`src/logic/scm_params.svh`:
```
// Offsets, field positions and reset values of the clock mode selector
`ifndef SCM_PARAMS_SVH
`define SCM_PARAMS_SVH
`define SCM_OFS_MODE     8'h00
`define SCM_OFS_STATUS   8'h04
`define SCM_MODE_RST     25'h000_0000
`define SCM_SRC_F        1:0
`define SCM_XCFG_F       3:2
`define SCM_POST_F       7:4
`define SCM_FB_F         17:8
`define SCM_REF_F        23:18
`define SCM_PLLEN_B      24
`define SCM_POST_BYPASS  4'hf
`define SCM_XCFG_OFF     2'h0
`define SCM_I_FAST       0
`define SCM_I_SLOW       1
`define SCM_I_XTAL       2
`define SCM_I_VCO        3
`endif

```
`src/logic/scm_pkg.sv`:
```
// Types of the system clock mode selector
`default_nettype none
package scm_pkg;
    // Clock source codes as held in the low two bits of the mode word
    typedef enum logic [1:0] {
        scm_src_fast = 2'b00,
        scm_src_slow = 2'b01,
        scm_src_xtal = 2'b10,
        scm_src_pll  = 2'b11
    } scm_src_t;

    // Glitch-free hand-over states
    typedef enum logic [1:0] {
        scm_sel_run  = 2'b00,
        scm_sel_old  = 2'b01,
        scm_sel_new  = 2'b10
    } scm_sel_t;

    // Whole state of the selector
    typedef struct packed {
        logic [3:0]  s1;
        logic [3:0]  s2;
        logic [3:0]  s3;
        logic [24:0] mode;
        scm_src_t    cur_src;
        scm_sel_t    sel;
        logic        sys_clk;
        logic [5:0]  ref_cnt;
        logic [9:0]  fb_cnt;
        logic [3:0]  post_cnt;
        logic        ref_clk;
        logic        fb_clk;
        logic        pll_clk;
        logic        pll_prev;
        logic        pad_en;
        logic [1:0]  caps;
        logic        xo;
        logic        pready;
        logic        pslverr;
        logic [31:0] prdata;
    } scm_state_t;
endpackage : scm_pkg
`default_nettype wire

```
`src/logic/scm_clock_mode_selector.sv`:
```
// System clock mode word, PLL dividers and glitch-free source selector
//
// Notes on behaviour
// - The PLL is powered by mode bit 24 and needs the crystal input enabled.
// - The crystal clock is divided by the reference field plus one for the comparator.
// - The VCO is divided by the feedback field plus one for the comparator.
// - Post field 15 passes the VCO, any other value divides it by 2*(field+1).
// - Crystal field 00 floats the pads, other values enable them with none, 15 pF or 30 pF loading.
// - Source select 11 PLL, 10 crystal, 01 slow oscillator, 00 fast oscillator used at boot.
// - A switch waits for an old rising edge, holds high, then waits for a new rising edge.
// - The mode word holds source, crystal, post, feedback, reference and enable from bit 0 up.
//
// The implementer's own choices: the register addresses and the APB register port.
`include "scm_params.svh"
`default_nettype none
module scm_clock_mode_selector (
    input  wire logic             clock_i,
    input  wire logic             rst_i,
    input  wire logic             psel_i,
    input  wire logic             penable_i,
    input  wire logic             pwrite_i,
    input  wire logic [7:0]       paddr_i,
    input  wire logic [31:0]      pwdata_i,
    input  wire logic [3:0]       pstrb_i,
    output logic      [31:0]      prdata_o,
    output logic                  pready_o,
    output logic                  pslverr_o,
    input  wire logic             internal_fast_osc_i,
    input  wire logic             internal_slow_osc_i,
    input  wire logic             crystal_in_i,
    input  wire logic             vco_i,
    output logic                  sys_clk_o,
    output scm_pkg::scm_src_t     cur_src_o,
    output logic                  pll_en_o,
    output logic                  ref_clk_o,
    output logic                  fb_clk_o,
    output logic                  pll_clk_o,
    output logic                  crystal_in_en_o,
    output logic                  crystal_out_o,
    output logic                  crystal_out_oe_o,
    output logic      [1:0]       load_cap_sel_o
);
    import scm_pkg::*;

    scm_state_t st;
    scm_state_t nx;
    logic [3:0] lvl;
    logic [3:0] prv;
    logic [3:0] rise;
    logic       xt_on;
    logic       vco_rise;
    logic       acc;
    logic       wr_mode;
    logic [31:0] wtmp;

    // *****************************************************************
    // Next-state logic
    // *****************************************************************

    // One process builds the whole next state
    always_comb begin
        nx = st;
        wtmp = 32'h0000_0000;
        // Two-flop synchronisers; s3 only serves edge detection
        nx.s1 = {vco_i, crystal_in_i, internal_slow_osc_i, internal_fast_osc_i};
        nx.s2 = st.s1;
        nx.s3 = st.s2;
        xt_on = st.mode[`SCM_XCFG_F] != `SCM_XCFG_OFF;
        // Crystal level is ignored while its pads are off
        lvl = {st.pll_clk, st.s2[`SCM_I_XTAL] & xt_on, st.s2[`SCM_I_SLOW], st.s2[`SCM_I_FAST]};
        prv = {st.pll_prev, st.s3[`SCM_I_XTAL] & xt_on, st.s3[`SCM_I_SLOW], st.s3[`SCM_I_FAST]};
        rise = lvl & ~prv;
        vco_rise = st.s2[`SCM_I_VCO] & ~st.s3[`SCM_I_VCO];

        // Pad controls follow the crystal field
        nx.pad_en = xt_on;
        nx.caps = xt_on ? 2'(st.mode[`SCM_XCFG_F] - 2'h1) : 2'h0;
        nx.xo = xt_on & ~st.s2[`SCM_I_XTAL];

        // PLL dividers, held cleared while the PLL is powered down
        if (!st.mode[`SCM_PLLEN_B]) begin
            nx.ref_cnt = 6'h00;
            nx.fb_cnt = 10'h000;
            nx.post_cnt = 4'h0;
            nx.ref_clk = 1'b0;
            nx.fb_clk = 1'b0;
            nx.pll_clk = 1'b0;
        end else begin
            // Wrap with >= so a smaller new ratio never overruns
            // A ratio written below the current count restarts the count at once
            if (st.ref_cnt > st.mode[`SCM_REF_F]) begin
                nx.ref_cnt = 6'h00;
            end else if (rise[`SCM_I_XTAL]) begin
                nx.ref_cnt = (st.ref_cnt >= st.mode[`SCM_REF_F]) ? 6'h00 : 6'(st.ref_cnt + 6'h01);
            end
            nx.ref_clk = lvl[`SCM_I_XTAL] & (nx.ref_cnt == 6'h00);
            if (st.fb_cnt > st.mode[`SCM_FB_F]) begin
                nx.fb_cnt = 10'h000;
            end else if (vco_rise) begin
                nx.fb_cnt = (st.fb_cnt >= st.mode[`SCM_FB_F]) ? 10'h000 : 10'(st.fb_cnt + 10'h001);
            end
            nx.fb_clk = st.s2[`SCM_I_VCO] & (nx.fb_cnt == 10'h000);
            if (st.mode[`SCM_POST_F] == `SCM_POST_BYPASS) begin
                nx.post_cnt = 4'h0;
                nx.pll_clk = st.s2[`SCM_I_VCO];
            end else if (st.post_cnt > st.mode[`SCM_POST_F]) begin
                nx.post_cnt = 4'h0;
            end else if (vco_rise) begin
                // Toggle every field+1 edges, a ratio of 2*(field+1)
                if (st.post_cnt >= st.mode[`SCM_POST_F]) begin
                    nx.post_cnt = 4'h0;
                    nx.pll_clk = ~st.pll_clk;
                end else begin
                    nx.post_cnt = 4'(st.post_cnt + 4'h1);
                end
            end
        end
        nx.pll_prev = st.pll_clk;

        // Source hand-over; scm_sel_new follows the source field as it stands, so a source changed mid-switch is taken in the same hand-over
        case (st.sel)
            scm_sel_run: begin
                nx.sys_clk = lvl[st.cur_src];
                if (st.mode[`SCM_SRC_F] != st.cur_src) begin
                    nx.sel = scm_sel_old;
                end
            end
            scm_sel_old: begin
                nx.sys_clk = lvl[st.cur_src];
                if (rise[st.cur_src]) begin
                    nx.sys_clk = 1'b1;
                    nx.sel = scm_sel_new;
                end
            end
            scm_sel_new: begin
                nx.sys_clk = 1'b1;
                if (rise[st.mode[`SCM_SRC_F]]) begin
                    nx.cur_src = scm_src_t'(st.mode[`SCM_SRC_F]);
                    nx.sel = scm_sel_run;
                end
            end
            default: begin
                nx.sel = scm_sel_run;
            end
        endcase

        // APB slave with one wait state
        acc = psel_i & penable_i;
        nx.pready = acc & ~st.pready;
        nx.pslverr = 1'b0;
        nx.prdata = 32'h0000_0000;
        if (acc & ~st.pready) begin
            if (paddr_i == `SCM_OFS_MODE) begin
                nx.prdata = {7'h00, st.mode};
            end else if (paddr_i == `SCM_OFS_STATUS) begin
                nx.prdata = {28'h000_0000, st.sel, st.cur_src};
            end else begin
                nx.pslverr = 1'b1;
            end
        end
        // Byte lanes allow a low-bits-only source change
        wr_mode = acc & st.pready & pwrite_i & (paddr_i == `SCM_OFS_MODE);
        if (wr_mode) begin
            wtmp = {7'h00, st.mode};
            for (int b = 0; b < 4; b++) begin
                if (pstrb_i[b]) begin
                    wtmp[b*8 +: 8] = pwdata_i[b*8 +: 8];
                end
            end
            nx.mode = wtmp[24:0];
        end
    end

    // *****************************************************************
    // State register
    // *****************************************************************

    // Reset: fast source, PLL off, pads floating
    always_ff @(posedge clock_i or posedge rst_i) begin
        if (rst_i) begin
            st <= '0;
            st.mode <= `SCM_MODE_RST;
            st.cur_src <= scm_src_fast;
            st.sel <= scm_sel_run;
        end else begin
            st <= nx;
        end
    end

    // Outputs straight from the state register
    assign prdata_o = st.prdata;
    assign pready_o = st.pready;
    assign pslverr_o = st.pslverr;
    assign sys_clk_o = st.sys_clk;
    assign cur_src_o = st.cur_src;
    assign pll_en_o = st.mode[`SCM_PLLEN_B];
    assign ref_clk_o = st.ref_clk;
    assign fb_clk_o = st.fb_clk;
    assign pll_clk_o = st.pll_clk;
    assign crystal_in_en_o = st.pad_en;
    assign crystal_out_o = st.xo;
    assign crystal_out_oe_o = st.pad_en;
    assign load_cap_sel_o = st.caps;
endmodule : scm_clock_mode_selector
`default_nettype wire

```
`config.mk`:
```
export PLATFORM = sky130hd
export DESIGN_NAME = scm_clock_mode_selector
export DESIGN_NICKNAME = d
export VERILOG_FILES = /design/src/logic/scm_pkg.sv /design/src/logic/scm_clock_mode_selector.sv
export VERILOG_INCLUDE_DIRS = /design/src /design/src/logic
export SDC_FILE = /design/constraint.sdc
export NUM_CORES = 1
export LEC_CHECK = 0
export ABC_AREA = 0
export BUFFER_PORTS_ARGS = -buffer_cell sky130_fd_sc_hd__buf_2
export CORE_MARGIN = 5
export CORE_UTILIZATION = 35
export CTS_BUF_LIST = sky130_fd_sc_hd__clkbuf_4 sky130_fd_sc_hd__clkbuf_8
export CTS_CLUSTER_DIAMETER = 40
export DETAILED_ROUTE_END_ITERATION = 10
export SYNTH_ARGS = -nofsm -noshare
export SYNTH_HDL_FRONTEND = slang
export SYNTH_SLANG_ARGS = --single-unit
```
`constraint.sdc`:
```
create_clock -name clock_i -period 2.92 [get_ports clock_i]
set_input_delay 0.146 -clock clock_i [delete_from_list [all_inputs] [get_ports clock_i]]
set_output_delay 0.146 -clock clock_i [all_outputs]
set_load 0.01 [all_outputs]
```
## After elaboration in Yosys (flattened, before gate mapping)

Index checks and enable logic that the tools add are counted.

| cells by class | value |
|---|---|
| reduce and logical (&&, ||, !) cells | 13 |
| order comparisons | 8 |
| shift-type cells | 0 |
| bitwise gates (word level) | 17 |
| divide/modulo/power cells | 0 |
| mux-type cells | 34 |
| $add $sub $neg | 4 |
| equality and inequality tests | 12 |
| multiply operators | 0 |

Operator list:

| operator | count |
|---|---|
| $mux 10 | 4 |
| $mux 33 | 1 |
| $mux 25 | 1 |
| $mux 6 | 4 |
| $mux 23 | 1 |
| $mux 4 | 5 |
| $and 1x1->1 | 11 |
| $add 10x1->10 const B | 1 |
| $ge 10x10->1 | 1 |
| $gt 10x10->1 | 1 |
| $logic_not 10->1 | 1 |
| $reduce_and 2->1 | 5 |
| $mux 1 | 9 |
| $eq 8x3->1 const B | 1 |
| $logic_not 8->1 | 1 |
| $add 6x1->6 const B | 1 |
| $bmux 1 s2 | 3 |
| $ge 6x6->1 | 1 |
| $gt 6x6->1 | 1 |
| $logic_not 6->1 | 1 |
| $lt 2x3->1 const B | 2 |
| $mux 2 | 3 |
| $ne 2x2->1 const B | 3 |
| $ne 3x1->1 const B | 2 |
| other kinds (20) | 24 |

| storage, ports and cells | value |
|---|---|
| logic and storage cells | 111 |
| output and inout port bits | 46 |
| latch bits | 0 |
| memories kept | 0 |
| bits in read-only memories | 0 |
| flip-flop bits (word level) | 104 |
| RAM bits | 0 |
| input bits | 53 |

## Longest topological paths before layout

Gate-level depths: netlist of run 1.

| depth | value |
|---|---|
| depth in word-level cells | 10 |
| depth in mapped cells | 10 |
| gate-level depth less buffers | 8 |

## Worst setup path before layout of run 1

OpenSTA, ideal clock, no wires.

| path | value |
|---|---|
| path type | register to register |
| start | register st[43] in the netlist's numbering |
| end | register st[45] in the netlist's numbering |
| period minus slack after synthesis | 2.173 ns |
| slack | 0.747 ns |
| setup time | 0.078 ns |
| buffers on the path | 0 |
| data arrival time | 2.095 ns |
| cell stages (with the launch flop) | 8 |
| data required time | 2.842 ns |
| path through | dfrtp_1 ha_1 nor2b_1 o21a_1 o21a_1 or4_1 or3_1 a21oi_1 |

| on the way | value |
|---|---|
| cells in the longest elaborated chain, start to end | 6 |
| elaborated cells on any way between the ends | 9 |
| those cells by class | add/sub: 1; order compare: 2; eq/ne: 1; mux: 5 |

RTL lines:

| item | RTL line | RTL |
|---|---|---|
| start: declaration | scm_clock_mode_selector.sv:45 | `scm_state_t st;` |
| start signal: assignment | scm_clock_mode_selector.sv:186 | `st <= nx;` |
| $add 4x1->4 / $ge 4x4->1 (equally long branches) | scm_clock_mode_selector.sv:114, scm_clock_mode_selector.sv:110 |  |
| $mux 4 | scm_clock_mode_selector.sv:110 | `` if (st.post_cnt >= st.mode[`SCM_POST_F]) begin `` |
| $mux 4 | scm_clock_mode_selector.sv:108 | `end else if (vco_rise) begin` |
| $mux 4 | scm_clock_mode_selector.sv:106 | `` end else if (st.post_cnt > st.mode[`SCM_POST_F]) begin `` |
| $mux 4 | scm_clock_mode_selector.sv:103 | `` if (st.mode[`SCM_POST_F] == `SCM_POST_BYPASS) begin `` |
| $mux 23 | scm_clock_mode_selector.sv:81 | `` if (!st.mode[`SCM_PLLEN_B]) begin `` |

Parallel ways exist; a longest one is shown, timed or not. The select of a mux whose other input is x is not followed.
A chain may end at the register's enable or synchronous reset.

## Worst setup path after layout of run 1

| path | value |
|---|---|
| start | register st[72] in the netlist's numbering |
| end | register st[45] in the netlist's numbering |

| on the way | value |
|---|---|
| cells in the longest elaborated chain, start to end | 6 |
| elaborated cells on any way between the ends | 9 |
| those cells by class | order compare: 2; eq/ne: 2; mux: 5 |

RTL lines:

| item | RTL line |
|---|---|
| $ge 4x4->1 | scm_clock_mode_selector.sv:110 |
| $mux 4 | scm_clock_mode_selector.sv:110 |
| $mux 4 | scm_clock_mode_selector.sv:108 |
| $mux 4 | scm_clock_mode_selector.sv:106 |
| $mux 4 | scm_clock_mode_selector.sv:103 |
| $mux 23 | scm_clock_mode_selector.sv:81 |

Parallel ways exist; a longest one is shown, timed or not. The select of a mux whose other input is x is not followed.

==> metrics.md, run 1 <==
| Metric | Value |
|---|---|
| Initial Util | 35.60% |
| YS warnings | 0 |
| Clk pin slew, worst setup/hold paths | 100 ps |
| Primary FF master, synth | dfrtp_1 |
| DRT iter0 DRCs | 156 |
| Crit path time final | around 2400 ps |
| Mapped Cells | 445 |
| Max Cap Viol | 0 |
| Pleak | 2.786 nW |
| Clock Power Share | 35.4% |
| Critical Path Fanout Max | 3 |
| CP Launch Type | register |
| Fin crit share | 80.60% |
| Sw frac | 24.76% |
| Synth area leader | dfrtp_1 |
| GPL Wtd Cong | approximately 0.9 |
| Cell with the most instances after synthesis | dfrtp_1 |
| Synthesized cell area | 4941 sq um |
| Synth top cells by count | 97 x dfrtp_1, 37 x buf_4, 30 x nor2_1 |
| Root Buffer | clkbuf_8 |
| Setup violators final | 0 |
| Slew margin rel. | 57.17% |
| First-pass GRT wire length | around 17 mm |
| Pwr dens | between 400 and 500 nW/um^2 |
| Post-DP HPWL | 7.899 mm |
| Synth area leaders | dfrtp_1 49%, mux2_4 7.6%, ha_1 6.8% |
| Worst-Skew Late Latency | 380 ps |
| FILL cells | 1358 |
| DR pass1 iterations | 4 |
| Die ar. | 16590 sq um |
| Clk buf depth | 2 |
| Hold Crit Endpoint | st[86] |
| GRT overflow | 0 |
| TritonCTS buffer count | 9 |
| Status | completed |
| Final clock skew | 11.98 ps |
| Share of cells above drive strength 1 | 26.91% |
| Cell row count | 43 |
| Synth top area share | 49.13% |
| Initial antenna violation count | 0 |
| Hold Startpoint | pwdata_i[19] |
| RSZ-0062 raised after global routing | no |
| Area growth from synthesis to layout | 15.73% |
| Via density | 4.798 |
| Fmax | between 400 and 500 MHz |
| Seq cells post-synth | between 90 and 100 |
| WHS | between 8 and 9 ps |
| Final wirelength | 10.70 mm |
| CTS tree | built |
| Die Wd | 128.8 um |
| Sum of negative setup slack | 0 ps |
| Max-slew violations | 0 |
| CP Class | register to register |
| Reg-to-reg startpoint | st[72] |
| Reg-to-reg endpoint | st[45] |
| Via count | 3378 |
| Htree depth | 3 |
| Synth cell types | 54 |
| Hold path cells | 2 |
| Die Y | 128.8 um |
| Arr. time, crit path | 2650 ps |
| Wire per inst | 15.20 um |
| Core Region | between 10000 and 15000 sq um |
| Slew at the pin closest to its max-slew limit | 642.5 ps |
| Register-to-register setup slack | roughly 570 ps |
| Nets | roughly 600 |
| P_int | 1.921 mW |
| Crit end category | register |
| Reg power frac | 54.9% |
| Largest net degree at the start of global routing | 53 |
| Ys async rst share | 100.0% |
| Worst min path class | primary input to register |
| Number of synthesized flops with an enable pin | 0 |
| Syn avg cell area | 11.10 sq um |
| GRT Util Overall | 13.22% |
| IO buf count | 84 |
| IO Pins | 99 |
| Req. time, crit path | 3220 ps |
| Register area share after synthesis | about 49% |
| Comb power frac | just under 10% |
| Diode count | 0 |
| Antenna viol nets, final | 0 |
| Final hold violations | 0 |
| Vias in the first global route | 3507 |
| # DRC | 0 |
| Clock sinks | 97 |
| P_sw | 632.2 uW |
| Peak supply drop | 0.1885 mV |
| Worst r2r path cells | 8 |
[worst max-delay path, stage by stage, from the launching register on]
cell     delay (ps)
dfrtp_1         390
inv_1            80
ha_1            300
nor2b_1         140
o21a_1          160
o21a_1          200
or4_1           500
or3_1           360
a21oi_1         150
[flip-flops by register name (all words and copies together) (netlist names), 2 cells and up]
| signal | cells |
|---|---|
| cur_src_o | 2 |
| nx | 6 |
| load_cap_sel_o | 2 |
| prdata_o | 25 |
| prv | 3 |
| st | 48 |
| lvl | 2 |
[power by group through the flow]
stage	logic, mW	clock network, mW	registers (mW)
after floorplan	0.151	0	1.42
after global placement	0.220	0	1.43
after detailed placement	0.227	0	1.43
after CTS	0.251	0.931	1.40
after global routing	0.284	0.977	1.41
final	0.248	0.903	1.40
[logic make-up (layout without fill, tap and decap cells)]
kind of cell	count (synthesis)	count (layout)	share of synthesized area, %
other	1	7	0.07590
AO/OA/AOI/OAI	51	51	6.635
AND/OR/NAND/NOR	139	139	15.75
XOR/XNOR	18	18	3.191
multiplexers	34	34	9.496
flip-flops	97	97	49.13
buffers and inverters	78	151	8.889
adder cells (fa/ha/maj)	27	27	6.837
[how the worst max path moves through the flow]
stage / startpoint / cells after the start / slack (ps) / end
after floorplan: rst_i / 1 / 240 / crystal_in_en_o
after global placement: st[43] / 7 / 670 / st[45]
after detailed placement: st[72] / 8 / 590 / st[45]
after CTS: st[72] / 8 / 560 / st[45]
after global routing: st[72] / 8 / 450 / st[45]
final: st[72] / 8 / 570 / st[45]
[per-stage QoR]
stage	instance area [sq um]	total power, mW	setup WS [ps]	std cells	utilization (%)
final	5718	2.553	566.5	704	41.19
after global placement	5320	1.648	670.2	669	38.33
after CTS	5718	2.585	562.6	704	41.19
after detailed placement	5320	1.656	587.5	669	38.33
after global routing	5718	2.668	454.8	704	41.19
after floorplan	4964	1.574	240.3	451	-
[final cells by class]
cell class | count | area [sq um] | share of cell area [%]
flip-flops and latches | 97 | 2427 | 42.45
clock buffers | 11 | 145.1 | 2.538
repair buffers | 107 | 653.1 | 11.42
well taps | 180 | 225.2 | 3.939
clock inverters | 5 | 62.56 | 1.094
multi-input cells | 276 | 2097 | 36.67
inverters | 28 | 107.6 | 1.882
[cells in the final DEF (no fill, tap or decap), types with 3 or more instances in the layout]
cell type / count
buf_2: 84
nand3_1: 10
nor4_1: 5
o21ai_0: 10
and2_1: 4
nand4_1: 9
dlygate4sd3_1: 19
nor2b_1: 5
dfrtp_1: 97
buf_4: 3
a21o_1: 3
nand3b_1: 4
o21a_1: 3
mux2i_1: 6
inv_1: 27
nand2b_1: 4
nor3_1: 21
clkbuf_8: 10
and3_1: 3
ha_1: 27
nand2_1: 27
nand2_8: 3
nor2_1: 30
a21oi_1: 18
xnor2_1: 7
mux2_2: 3
xor2_1: 11
mux2_4: 25
conb_1: 7
[what timing repair did]
item                                   in CTS  in global routing
hold buffers                               19                  0
resized for setup                           0                  0
buffers inserted                            0                  0
endpoints found under the hold margin      69                  0
[metal layers]
layer	global-route usage [%]	part of all wire, %
met1	16.74	45
met5	0	0
met3	2.283	3.7
met4	5.868	1.9
met2	22.16	50
Note: power is estimated with default switching activity, not from simulation.
==> inputs of run 2 (changes only) <==
ABC_AREA = 1   (was 0)
clock period = 2.13 ns   (was 2.92 ns; I/O delays follow)
==> metrics.md, run 2 <==
| Metric | Value |
|---|---|
| Most frequent cells in the layout | 106 x nand2_1, 97 x dfrtp_1, 84 x buf_2, 82 x inv_1, 41 x nor2_1 |
| Synth area leaders | dfrtp_1 50%, nand2_1 8.3%, ha_1 6.9% |
| CP Launch Type | register |
| Synth cell types | 36 |
| Peak supply drop | 0.3649 mV |
| Arr. time, crit path | 2160 ps |
| IO buf count | 84 |
| # DRC | 0 |
| Fmax | 523.9 MHz |
| Slowest CP cell | dfrtp_1 |
| YS warnings | 0 |
| Synth top cells by count | 108 x nand2_1, 97 x dfrtp_1, 83 x inv_1 |
| Simple-gate share of the synthesized area | 21.32% |
| Area growth from synthesis to layout | 19.58% |
| Complex-gate fraction of the synthesized area | 7.781% |
| Post-CTS Setup Repair Bufs | 0 |
| Largest net degree at the start of global routing | 98 |
| Final wirelength | 10.12 mm |
| Max-slew violations | 0 |
| Syn avg cell area | 8.683 sq um |
| Root Buffer | clkbuf_8 |
| Core Region | between 10000 and 15000 sq um |
| Register-to-register setup slack | approximately 220 ps |
| Htree depth | 3 |
| Pwr dens | 752.3 nW/um^2 |
| Die ar. | 16430 sq um |
| Antenna viol nets, final | 0 |
| Primary FF master, synth | dfrtp_1 |
| Most flop-heavy register | st |
| Final clock skew | 5.791 ps |
| First-pass GRT wire length | 17.04 mm |
| Largest family of logic cells by synthesized area | simple AND/OR/NAND/NOR gates |
| CTS tree | built |
| Via density | 4.495 |
| Nets | ~740 |
| Max Cap Viol | 0 |
| Design Power | between 4 and 5 mW |
| Crit path time final | 1909 ps |
| Initial Util | 35.49% |
| Cell row count | 43 |
| Synth area leader | dfrtp_1 |
| Synth top area share | 49.65% |
| GPL Wtd Cong | slightly above 0.8 |
| GRT overflow | 0 |
| Clk buf depth | 2 |
| Wire per inst | roughly 12 um |
| Worst path cell trace | ha_1, nand2_1, inv_1, a21oi_1, nand3_1, nand2_2, nand2_1, a21o_1, nand3_1, nor2_1 |
| Cell with the most instances after synthesis | nand2_1 |
| RSZ-0062 raised after global routing | yes |
| Via count | 3776 |
| Worst min path class | primary input to register |
| Diode count | 0 |
| Ys async rst share | 100.0% |
| Number of synthesized flops with an enable pin | 0 |
| Max reg flops | 48 |
| Clk pin slew, worst setup/hold paths | approximately 90 ps |
| Post-Synth XOR/XNOR Area | 0.8958% |
| Setup violators final | 0 |
| Fin crit share | between 80% and 90% |
| Post-DP HPWL | 7.454 mm |
| Commonest non-fill, non-tap cell in the layout | nand2_1 |
| Critical Path Fanout Max | 12 |
| Synthesized cell area | 4888 sq um |
| GRT Util Overall | 12.72% |
| Die Wd | roughly 130 um |
| Pleak | a little over 3 nW |
| Vias in the first global route | 3706 |
| Slew margin rel. | 64.83% |
| Sum of negative setup slack | 0 ps |
| CP max stage delay | 410 ps |
| FILL cells | around 1400 |
| Status | completed |
| Final hold violations | 0 |
| TritonCTS buffer count | 9 |
| Die Y | roughly 130 um |
| DR pass1 iterations | 4 |
| DRT iter0 DRCs | 239 |
| Initial antenna violation count | 0 |
| Seq cells post-synth | 97 |
| IO Pins | 99 |
| Clock sinks | 97 |
| Crit end category | register |
| Slew at the pin closest to its max-slew limit | ~520 ps |
| Mapped Cells | between 500 and 600 |
| CP Class | register to register |
| Worst-Skew Late Latency | around 350 ps |
| Register area share after synthesis | 49.65% |
| Share of cells above drive strength 1 | 18.18% |
| Mux contribution to synthesized area | 0% |
| Adder-cell share of the synthesized area | under 10% |
| Req. time, crit path | 2380 ps |
==> run 2: changes by cell type in the layout (fill, tap and decap cells not counted), sizes merged, moves of 13 or more <==
cell / before / now
nand3: 10 / 36
dlygate4sd3: 19 / 32
nor2: 30 / 46
o21ai: 11 / 39
inv: 29 / 82
mux2: 28 / 0
nand2: 30 / 109
==> run 2: kinds of logic (layout without fill, tap and decap cells) <==
kind of cell             Yosys count  after routing
AO/OA/AOI/OAI                     69             69
XOR/XNOR                           5              5
adder cells (fa/ha/maj)           27             27
buffers and inverters            132            223
flip-flops                        97             97
other                              1              7
AND/OR/NAND/NOR                  232            232
==> run 2: cell type report <==
type                       count  area, sq um  area share (%)
clock buffer                  13        153.9           2.633
clock inverter                 3        65.06           1.113
inverter                      85        322.8           5.522
multi-input combinational    340         1841           31.49
sequential                    97         2427           41.52
tap                          180        225.2           3.853
timing repair buffer         122        810.8           13.87
==> run 2: metrics by stage <==
stage	hold slack, ps	instances	setup slack [ps]	cell area, sq um	utilization (%)
floorplan	137.9	569	303.7	4915	-
global placement	216.8	792	160.7	5296	38.45
detailed placement	215.8	792	105.8	5296	38.45
CTS	88.13	840	96.74	5836	42.37
global route	117.9	840	-40.43	5846	42.44
finish	115.0	840	221.1	5846	42.44
==> run 2: critical path, delay by kind of cell (launching register included) <==
family	cells	cell delay, ps
and+or+nand+nor	6	650
DFF	1	410
AOI/OAI and AO/OA	2	400
adders and majority gates	1	310
buffers and inverters	1	40
==> run 2: path summary, 6_finish.rpt <==
| path | start | end | cells past startpoint |
|---|---|---|---|
| min in group asynchronous | rst_i | prdata_o[6] | 4 |
| min | pstrb_i[3] | pll_en_o | 5 |
| max reg2reg | st[55] | fb_clk_o | 10 |
| max in group asynchronous | rst_i | st[57] | 4 |
| max | st[55] | fb_clk_o | 10 |
| min reg2reg | nx[96] | lvl[0] | 0 |
==> run 2: repair_timing <==
action / in CTS / in global routing
gates resized for setup: 0 / 4
setup endpoints to repair: 0 / 4
hold buffers: 32 / 0
endpoints found under the hold margin: 127 / 0
==> run 2: per-layer routing <==
| metal | vias up | routed length [um] | track usage (%) |
|---|---|---|---|
| met1 | 1777 | 4497 | 15.56 |
| met3 | 6 | 429 | 3.042 |
| met2 | 59 | 5076 | 21.82 |
| met4 | 0 | 119 | 4.557 |
| li1 | 1934 | - | - |
| met5 | - | 0 | 0 |
==> run 2: report_power, final <==
| part | switching [mW] | internal (mW) |
|---|---|---|
| clock | 0.600 | 0.714 |
| sequential | 0.186 | 2.00 |
| combinational | 0.506 | 0.393 |
| total | 1.29 | 3.11 |
